## src/verilog/bridge_cfg_pkg.sv

```systemverilog
package bridge_cfg_pkg;

    // ------------------------------------------------------------
    // bus widths
    // ------------------------------------------------------------
    localparam int ADDR_W = 8;
    localparam int DATA_W = 32;
    localparam int BYTE_W = 8;
    localparam int NIB_W  = 4;

    // ------------------------------------------------------------
    // register byte offsets
    // ------------------------------------------------------------
    localparam logic [ADDR_W-1:0] OFF_HDR  = 8'h0C;
    localparam logic [ADDR_W-1:0] OFF_RSV0 = 8'h10;
    localparam logic [ADDR_W-1:0] OFF_RSV1 = 8'h14;
    localparam logic [ADDR_W-1:0] OFF_BUS  = 8'h18;
    localparam logic [ADDR_W-1:0] OFF_IO   = 8'h1C;

    // ------------------------------------------------------------
    // field positions (lsb)
    // ------------------------------------------------------------
    localparam int PRI_TIMER_LSB  = 8;
    localparam int LAYOUT_LSB     = 16;
    localparam int MULTI_FN_BIT   = 23;
    localparam int UPSTREAM_LSB   = 0;
    localparam int DOWNSTREAM_LSB = 8;
    localparam int HIGHEST_LSB    = 16;
    localparam int SEC_TIMER_LSB  = 24;
    localparam int IO_BASE_CAP    = 0;
    localparam int IO_BASE_LSB    = 4;
    localparam int IO_LIMIT_CAP   = 8;
    localparam int IO_LIMIT_LSB   = 12;
    localparam int CAP_66_BIT     = 21;
    localparam int FBB_CAP_BIT    = 23;

    // ------------------------------------------------------------
    // fixed and reset values
    // ------------------------------------------------------------
    localparam logic [6:0]        LAYOUT_BRIDGE   = 7'h01;
    localparam logic [1:0]        IO_ADDR_32      = 2'h1;
    localparam logic [BYTE_W-1:0] TIMER_RST_PCI   = 8'h00;
    localparam logic [BYTE_W-1:0] TIMER_RST_PCIX  = 8'h40;
    localparam logic [BYTE_W-1:0] BUS_RST         = 8'h00;
    localparam logic [NIB_W-1:0]  IO_NIB_RST      = 4'h0;
    localparam logic [DATA_W-1:0] READ_ZERO       = 32'h0000_0000;

    // ------------------------------------------------------------
    // carriers
    // ------------------------------------------------------------
    typedef struct packed {
        logic [BYTE_W-1:0] highest;
        logic [BYTE_W-1:0] downstream;
        logic [BYTE_W-1:0] upstream;
    } bus_numbers_type;

    typedef struct packed {
        logic [NIB_W-1:0] limit;
        logic [NIB_W-1:0] base;
    } io_window_type;

endpackage : bridge_cfg_pkg
```

## src/verilog/bridge_cfg_header_0c_to_1c.sv

```systemverilog
`timescale 1ns/1ns

module bridge_cfg_header_0c_to_1c (
    // clock and reset
    input  wire logic                             clk_sys,
    input  wire logic                             srst,
    // mode straps, caught while reset is high
    input  wire logic                             strap_reverse,
    input  wire logic                             strap_pcix,
    // register port
    input  wire logic [bridge_cfg_pkg::ADDR_W-1:0] reg_addr,
    input  wire logic [bridge_cfg_pkg::DATA_W-1:0] reg_wdata,
    input  wire logic                             reg_wr,
    input  wire logic                             reg_rd,
    output logic      [bridge_cfg_pkg::DATA_W-1:0] reg_rdata,
    // settings for forwarding logic
    output bridge_cfg_pkg::bus_numbers_type        bus_numbers,
    output bridge_cfg_pkg::io_window_type          io_window,
    output logic      [bridge_cfg_pkg::BYTE_W-1:0] primary_timer,
    output logic      [bridge_cfg_pkg::BYTE_W-1:0] secondary_timer,
    output logic                                  reverse_mode,
    output logic                                  pcix_mode
);
    import bridge_cfg_pkg::*;

    // ------------------------------------------------------------
    // address decode
    // ------------------------------------------------------------
    wire logic hit_hdr;
    wire logic hit_bus;
    wire logic hit_io;
    wire logic wr_hdr;
    wire logic wr_bus;
    wire logic wr_io;

    assign hit_hdr = (reg_addr == OFF_HDR);
    assign hit_bus = (reg_addr == OFF_BUS);
    assign hit_io  = (reg_addr == OFF_IO);
    assign wr_hdr  = reg_wr && hit_hdr && !srst;
    assign wr_bus  = reg_wr && hit_bus && !srst;
    assign wr_io   = reg_wr && hit_io && !srst;

    // ------------------------------------------------------------
    // write enables per field
    // ------------------------------------------------------------
    wire logic pri_timer_we;
    wire logic sec_timer_we;
    wire logic [BYTE_W-1:0] timer_reset_value;

    assign pri_timer_we = wr_hdr && reverse_mode;
    assign sec_timer_we = wr_bus && !reverse_mode;
    // reset value follows the strap seen at reset
    assign timer_reset_value = strap_pcix ? TIMER_RST_PCIX : TIMER_RST_PCI;

    // ------------------------------------------------------------
    // mode straps
    // ------------------------------------------------------------
    // straps are only trusted while reset is held
    always_ff @(posedge clk_sys)
    begin
        if (srst)
        begin
            reverse_mode <= strap_reverse;
            pcix_mode    <= strap_pcix;
        end
    end

    // ------------------------------------------------------------
    // latency timers
    // ------------------------------------------------------------
    always_ff @(posedge clk_sys)
    begin
        if (srst)
        begin
            // only the writable timer takes the mode value
            primary_timer   <= strap_reverse ? timer_reset_value : TIMER_RST_PCI;
            secondary_timer <= strap_reverse ? TIMER_RST_PCI : timer_reset_value;
        end
        else
        begin
            if (pri_timer_we)
                primary_timer <= reg_wdata[PRI_TIMER_LSB +: BYTE_W];
            if (sec_timer_we)
                secondary_timer <= reg_wdata[SEC_TIMER_LSB +: BYTE_W];
        end
    end

    // ------------------------------------------------------------
    // bus numbers and I/O window
    // ------------------------------------------------------------
    always_ff @(posedge clk_sys)
    begin
        if (srst)
        begin
            bus_numbers <= '{highest: BUS_RST, downstream: BUS_RST, upstream: BUS_RST};
            io_window   <= '{limit: IO_NIB_RST, base: IO_NIB_RST};
        end
        else
        begin
            // full dword write updates all three
            if (wr_bus)
            begin
                bus_numbers.upstream   <= reg_wdata[UPSTREAM_LSB +: BYTE_W];
                bus_numbers.downstream <= reg_wdata[DOWNSTREAM_LSB +: BYTE_W];
                bus_numbers.highest    <= reg_wdata[HIGHEST_LSB +: BYTE_W];
            end
            // base and limit nibbles writable, low bits fixed
            if (wr_io)
            begin
                io_window.base  <= reg_wdata[IO_BASE_LSB +: NIB_W];
                io_window.limit <= reg_wdata[IO_LIMIT_LSB +: NIB_W];
            end
        end
    end

    // ------------------------------------------------------------
    // read data assembly
    // ------------------------------------------------------------
    wire logic [BYTE_W-1:0] pri_timer_view;
    wire logic [BYTE_W-1:0] sec_timer_view;
    wire logic              cap_66;
    wire logic              cap_fbb;
    wire logic [DATA_W-1:0] dword_hdr;
    wire logic [DATA_W-1:0] dword_bus;
    wire logic [DATA_W-1:0] dword_io;
    wire logic [DATA_W-1:0] read_mux;

    assign pri_timer_view = reverse_mode ? primary_timer : TIMER_RST_PCI;
    assign sec_timer_view = reverse_mode ? TIMER_RST_PCI : secondary_timer;
    // 66 MHz only in forward mode
    assign cap_66 = !reverse_mode;
    // forward fast back-to-back only on PCI
    assign cap_fbb = !reverse_mode && !pcix_mode;

    // single function bit fixed at zero
    // cache line size byte belongs to another block, reads zero here
    assign dword_hdr = {BYTE_W'(0), 1'b0, LAYOUT_BRIDGE, pri_timer_view, BYTE_W'(0)};

    assign dword_bus = {sec_timer_view, bus_numbers.highest,
                        bus_numbers.downstream, bus_numbers.upstream};

    // base capability bits and reserved zero
    // limit capability bits and reserved zero
    // upper status byte lives elsewhere, reads zero here
    assign dword_io = {BYTE_W'(0), cap_fbb, 1'b0, cap_66, 5'h00,
                       io_window.limit, 2'h0, IO_ADDR_32,
                       io_window.base, 2'h0, IO_ADDR_32};

    // reserved dwords and unmapped offsets read zero
    assign read_mux = hit_hdr ? dword_hdr :
                      hit_bus ? dword_bus :
                      hit_io  ? dword_io  : READ_ZERO;

    // data stands only in the cycle after the strobe
    always_ff @(posedge clk_sys)
    begin
        if (srst || !reg_rd)
            reg_rdata <= READ_ZERO;
        else
            reg_rdata <= read_mux;
    end

    // ------------------------------------------------------------
    // checks
    // ------------------------------------------------------------
    logic past_valid;

    always_ff @(posedge clk_sys)
    begin
        if (srst)
            past_valid <= 1'b0;
        else
            past_valid <= 1'b1;
    end

    property p_pri_timer_forward;
        @(posedge clk_sys) disable iff (srst)
        (past_valid && reg_rd && hit_hdr && !reverse_mode)
            |=> (reg_rdata[PRI_TIMER_LSB +: BYTE_W] == TIMER_RST_PCI);
    endproperty
    a_pri_timer_forward: assert property (p_pri_timer_forward)
        else $error("primary timer not zero in forward mode");

    property p_timer_reset;
        @(posedge clk_sys)
        $fell(srst) |->
            ((reverse_mode ? primary_timer : secondary_timer)
                == (pcix_mode ? TIMER_RST_PCIX : TIMER_RST_PCI))
            && ((reverse_mode ? secondary_timer : primary_timer) == TIMER_RST_PCI);
    endproperty
    a_timer_reset: assert property (p_timer_reset)
        else $error("writable timer reset value wrong");

    property p_sec_timer_write;
        @(posedge clk_sys) disable iff (srst)
        (past_valid && reg_wr && hit_bus && !reverse_mode)
            |=> (secondary_timer == $past(reg_wdata[SEC_TIMER_LSB +: BYTE_W]));
    endproperty
    a_sec_timer_write: assert property (p_sec_timer_write)
        else $error("secondary timer write lost in forward mode");

    property p_sec_timer_reverse;
        @(posedge clk_sys) disable iff (srst)
        (reg_rd && hit_bus && reverse_mode)
            |=> (reg_rdata[SEC_TIMER_LSB +: BYTE_W] == TIMER_RST_PCI);
    endproperty
    a_sec_timer_reverse: assert property (p_sec_timer_reverse)
        else $error("secondary timer not zero in reverse mode");

    property p_layout;
        @(posedge clk_sys) disable iff (srst)
        (reg_rd && hit_hdr)
            |=> (reg_rdata[LAYOUT_LSB +: $bits(LAYOUT_BRIDGE)] == LAYOUT_BRIDGE);
    endproperty
    a_layout: assert property (p_layout)
        else $error("header layout code wrong");

    property p_single_fn;
        @(posedge clk_sys) disable iff (srst)
        (reg_rd && hit_hdr) |=> !reg_rdata[MULTI_FN_BIT];
    endproperty
    a_single_fn: assert property (p_single_fn)
        else $error("multi function bit set");

    property p_bus_write;
        @(posedge clk_sys) disable iff (srst)
        (reg_wr && hit_bus) ##1 (reg_rd && hit_bus)
            |=> (reg_rdata[HIGHEST_LSB +: BYTE_W] == $past(reg_wdata[HIGHEST_LSB +: BYTE_W], 2))
             && (reg_rdata[UPSTREAM_LSB +: BYTE_W] == bus_numbers.upstream);
    endproperty
    a_bus_write: assert property (p_bus_write)
        else $error("bus number write not read back");

    property p_io_base_fixed;
        @(posedge clk_sys) disable iff (srst)
        (reg_rd && hit_io) |=> (reg_rdata[IO_BASE_CAP +: NIB_W] == {2'h0, IO_ADDR_32});
    endproperty
    a_io_base_fixed: assert property (p_io_base_fixed)
        else $error("I/O base low bits wrong");

    property p_io_base_write;
        @(posedge clk_sys) disable iff (srst)
        (past_valid && reg_wr && hit_io)
            |=> (io_window.base == $past(reg_wdata[IO_BASE_LSB +: NIB_W]));
    endproperty
    a_io_base_write: assert property (p_io_base_write)
        else $error("I/O base nibble write lost");

    property p_io_limit;
        @(posedge clk_sys) disable iff (srst)
        (reg_rd && hit_io)
            |=> (reg_rdata[IO_LIMIT_CAP +: NIB_W] == {2'h0, IO_ADDR_32})
             && (reg_rdata[IO_LIMIT_LSB +: NIB_W] == io_window.limit);
    endproperty
    a_io_limit: assert property (p_io_limit)
        else $error("I/O limit byte wrong");

    property p_cap_66;
        @(posedge clk_sys) disable iff (srst)
        (reg_rd && hit_io) |=> (reg_rdata[CAP_66_BIT] == !reverse_mode);
    endproperty
    a_cap_66: assert property (p_cap_66)
        else $error("66 MHz capable bit wrong");

    property p_fbb_forward;
        @(posedge clk_sys) disable iff (srst)
        (reg_rd && hit_io && !reverse_mode)
            |=> (reg_rdata[FBB_CAP_BIT] == !pcix_mode);
    endproperty
    a_fbb_forward: assert property (p_fbb_forward)
        else $error("forward fast back-to-back bit wrong");

    property p_fbb_reverse;
        @(posedge clk_sys) disable iff (srst)
        (reg_rd && hit_io && reverse_mode) |=> !reg_rdata[FBB_CAP_BIT];
    endproperty
    a_fbb_reverse: assert property (p_fbb_reverse)
        else $error("reverse fast back-to-back bit set");

    property p_reserved_ignored;
        @(posedge clk_sys) disable iff (srst)
        (past_valid && reg_wr && !hit_bus && !hit_io && !(hit_hdr && reverse_mode))
            |=> $stable(bus_numbers) && $stable(io_window)
             && $stable(primary_timer) && $stable(secondary_timer);
    endproperty
    a_reserved_ignored: assert property (p_reserved_ignored)
        else $error("write to fixed field changed state");

    property p_pri_ro_ignored;
        @(posedge clk_sys) disable iff (srst)
        (past_valid && reg_wr && hit_hdr && !reverse_mode) |=> $stable(primary_timer);
    endproperty
    a_pri_ro_ignored: assert property (p_pri_ro_ignored)
        else $error("read-only primary timer changed");

    property p_pri_timer_write;
        @(posedge clk_sys) disable iff (srst)
        (past_valid && reg_wr && hit_hdr && reverse_mode)
            |=> (primary_timer == $past(reg_wdata[PRI_TIMER_LSB +: BYTE_W]));
    endproperty
    a_pri_timer_write: assert property (p_pri_timer_write)
        else $error("primary timer write lost in reverse mode");

    property p_sec_ro_ignored;
        @(posedge clk_sys) disable iff (srst)
        (past_valid && reg_wr && hit_bus && reverse_mode) |=> $stable(secondary_timer);
    endproperty
    a_sec_ro_ignored: assert property (p_sec_ro_ignored)
        else $error("read-only secondary timer changed");

    property p_io_limit_write;
        @(posedge clk_sys) disable iff (srst)
        (past_valid && reg_wr && hit_io)
            |=> (io_window.limit == $past(reg_wdata[IO_LIMIT_LSB +: NIB_W]));
    endproperty
    a_io_limit_write: assert property (p_io_limit_write)
        else $error("I/O limit nibble write lost");

    property p_unmapped_read;
        @(posedge clk_sys) disable iff (srst)
        (reg_rd && !hit_hdr && !hit_bus && !hit_io) |=> (reg_rdata == READ_ZERO);
    endproperty
    a_unmapped_read: assert property (p_unmapped_read)
        else $error("reserved or unmapped offset read not zero");

    property p_rdata_idle;
        @(posedge clk_sys) disable iff (srst)
        !reg_rd |=> (reg_rdata == READ_ZERO);
    endproperty
    a_rdata_idle: assert property (p_rdata_idle)
        else $error("read data present without read strobe");

endmodule : bridge_cfg_header_0c_to_1c

```

## config.mk

```make
export PLATFORM = sky130hd
export DESIGN_NAME = bridge_cfg_header_0c_to_1c
export DESIGN_NICKNAME = d
export VERILOG_FILES = /design/src/verilog/bridge_cfg_pkg.sv /design/src/verilog/bridge_cfg_header_0c_to_1c.sv
export SDC_FILE = /design/constraint.sdc
export NUM_CORES = 1
export LEC_CHECK = 0
export BUFFER_PORTS_ARGS = -buffer_cell sky130_fd_sc_hd__clkbuf_2
export CORE_MARGIN = 3
export CORE_UTILIZATION = 29
export CTS_CLUSTER_DIAMETER = 40
export DETAILED_ROUTE_END_ITERATION = 6
export GPL_TIMING_DRIVEN = 0
export PLACE_DENSITY = 0.59
export SLEW_MARGIN = 5
export SYNTH_ARGS = -nofsm -noshare
export SYNTH_HDL_FRONTEND = slang
export SYNTH_SLANG_ARGS = --single-unit
```

## constraint.sdc

```tcl
create_clock -name clk_sys -period 2.2 [get_ports clk_sys]
set_clock_uncertainty 0.2 [all_clocks]
set_input_delay 0.11 -clock clk_sys [delete_from_list [all_inputs] [get_ports clk_sys]]
set_output_delay 0.11 -clock clk_sys [all_outputs]
set_load 0.01 [all_outputs]
```

==> flow_summary.yaml <==
outcome:
  outcome: "finished, final reports clean"
clocking:
  cts.htree.levels: 3
  cts.clk_slew.worst_paths_ps: 80
  cts_tree: "done"
  clockBufferDepth: 2
  cts_num_sinks: 82
  cts_buffers: 9
  clk_latency_ps: 350
  cts_root_buffer: "clkbuf_8"
worst_setup_path:
  cp_slowest_stage_delay_ps: 410
  r2r_cells: 3
  crit_buf_inv: 1
  worstPathCellList: "clkbuf_1 -> and3b_1 -> a41o_2"
  critical-path-top-delay-family: "buffers and inverters"
  crit_path_end_kind: "flip-flop"
  cpMaxStageDelayCell: "clkbuf_1"
  setup.worst_path.class: "flip-flop to flip-flop"
  reg2reg_slack_ps: 190
  arrival_ps: 1850
  cp-start-kind: "flip-flop"
  required_ps: 2040
  reg2reg_from: "reverse_mode$_DFFE_PP_"
  rr_endpoint: "primary_timer[6]$_DFFE_PP_"
  crit_fanout: 10
detailed_routing:
  wl_per_cell_um: 14.5
  drtIter0Drc: 62
  drt-pass1-iter-count: 4
  vias: 2580
  detail-route-antenna-nets: 0
  via_per_inst: 4.29
  routed_wl_mm: 8.73
  drc: 0
synth:
  syn_inst: 285
  synth_top_cell_by_area: "dfxtp_1"
  syn_nets: 331
  synth_cell_types: 29
  synth_area_leaders: "dfxtp_1, edfxtp_1, mux2i_1, nand2b_1, nor2b_1"
  synth_area_um2: 3180
  ys_seq_area_share_pct: 57.3
  yosysWarnings: 0
  ys_ff_latch: 82
  yosysTopAreaCellShare_pct: 40.3
  syn_avg_cell_area_um2: 11.2
timing:
  tightest_slew_ps: 738
  report.final.hold_viol_count: 0
  period_share_pct: 91.4
  tns_ps: 0
  slew-limit-headroom_pct: 50.8
  fmax_mhz: 497
  rsz0062_at_grt: "no"
  finalCriticalPeriod_ps: 2010
  slew_violations: 0
  setup_violations: 0
floorplanning:
  die_h_um: 111
  dieArea_um2: 12300
  core_area_um2: 10500
  num_io_pins: 128
  fp.dieW_um: 111
  start_util_pct: 30.3
  placement_rows: 37
placement:
  dp_hpwl_mm: 6.45
  numPortBuffers: 126
  routabilityCongestion: 0.753
job:
  maxCapViolCount: 0
global_routing:
  antenna_found_initial: 0
  grt_pass1_vias: 2702
  grtUsageTotal_pct: 14.7
  globalRoute.totalOverflow: 0
  grt_pass1_wl_mm: 14.2
  grt_max_degree: 14
cells_and_area:
  syn2layout_area_growth_pct: 43.7
  n_antenna_cell: 0
  num-nets-final: 507
  drive_gt1_share_pct: 34.1
power_and_ir_drop:
  fin_total_pwr_uw: 2910
  p_per_area_nw_per_um2: 638
  p_leak_uw: 0.00202
  irDropWorstVdd_v: 0.000242
min_path:
  min_to: "reg_rdata[27]$_SDFF_PP0_"
  hp-start: "reg_rd"
  hold_class: "input port to flip-flop"
  hold_depth: 4
## area by class of cell
type	count	area (µm²)
plain buffers	17	77.6
clock buffers	13	180
clock inverters	3	18.8
fillers	1019	5940
inverters	12	45.0
multi-input cells	174	1240
flip-flops and latches	82	1820
well taps	136	170
repair buffers	165	1020
## cell usage after synthesis
cell type / instances
nor2b_1: 20
edfxtp_1: 18
and4_1: 1
and2_1: 2
nand4_2: 3
dfxtp_1: 64
nor2_1: 21
a22oi_1: 3
a21oi_1: 6
nor3_1: 2
inv_1: 12
buf_1: 1
mux2_2: 8
buf_2: 1
nand4_1: 1
nor3b_1: 8
nor4_4: 1
mux2i_1: 33
buf_6: 1
and3b_1: 1
nand3_1: 2
clkbuf_1: 13
nand2b_1: 48
o22ai_1: 1
buf_4: 1
nand2_1: 6
o21ai_0: 1
a41o_1: 2
nand3b_1: 4
## power breakdown
part / switching (µW) / internal [µW]
sequential: 14.5 / 1570
clock: 529 / 540
combinational: 126 / 138
total: 670 / 2240
## tightest hold or removal path, cell delays in order
cell	delay, ps
clkbuf_2	80
nor2b_1	150
nand4_2	190
nor3b_1	70
## timing repair
| item | 4_1_cts | 5_1_grt |
|---|---|---|
| buffers inserted | 0 | 1 |
| endpoints found under the setup margin | 0 | 15 |
| hold buffers | 38 | 0 |
| gates resized for setup | 0 | 3 |
| endpoints found under the hold margin | 57 | 0 |
## cell usage in the layout, fill, tap and decap left out, types with 4 or more instances in the layout
cell             n
nor3b_1          8
nor2b_1         20
mux2i_1         33
a21oi_1          6
clkbuf_2       127
nand2_1          6
clkbuf_1        13
inv_1           12
dfxtp_1         64
nand3b_1         4
edfxtp_1        18
dlygate4sd3_1   38
nor2_1          21
nand2b_1        48
mux2_2           8
clkbuf_8        11
## through the flow
| stage | cells | instance area [µm²] | setup WS [ps] | hold slack, ps | utilization, % |
|---|---|---|---|---|---|
| floorplan | 285 | 3180 | 414 | 8.87 | - |
| global placement | 547 | 3980 | -134 | 134 | 37.9 |
| detailed placement | 547 | 3980 | -163 | 134 | 37.9 |
| CTS | 601 | 4560 | 32.5 | 1.11 | 43.4 |
| global route | 602 | 4570 | 75.8 | 102 | 43.5 |
| finish | 602 | 4570 | 188 | 88.4 | 43.5 |
## how the worst max path moves through the flow
stage                                      start                        endpoint  depth (start not counted)
after global routing      reverse_mode$_DFFE_PP_  primary_timer[3]$_SDFFCE_PP0P_                          3
after CTS                 reverse_mode$_DFFE_PP_      primary_timer[6]$_DFFE_PP_                          3
after global placement               reg_addr[2]  primary_timer[5]$_SDFFCE_PP0P_                          4
final                     reverse_mode$_DFFE_PP_      primary_timer[6]$_DFFE_PP_                          3
after floorplan           reverse_mode$_DFFE_PP_  primary_timer[0]$_SDFFCE_PP0P_                          3
after detailed placement             reg_addr[2]  primary_timer[4]$_SDFFCE_PP0P_                          4
## registers in the layout (all words and copies together), names as in the netlist
name and count:
reg_rdata 32, bus_numbers 24, io_window 8, primary_timer 8, secondary_timer 8, pcix_mode 1, reverse_mode 1
## logic make-up (layout without fill, tap and decap cells)
logic type      after synthesis  in the layout  share of synthesized area [%]
flops                        82             82                           57.3
compound gates               13             13                           2.64
simple gates                120            120                           23.0
mux                          41             41                           13.2
buf+inv                      29            210                           3.82
## layer usage
layer  GRT usage (%)  routed length, µm  up-vias
met5               0                  0        -
met4            5.91                148        0
met3            3.60                543       12
met2            23.4               4020       88
met1            19.1               4020     1178
li1                -                  -     1302
Note: power is estimated with default switching activity, not from simulation.
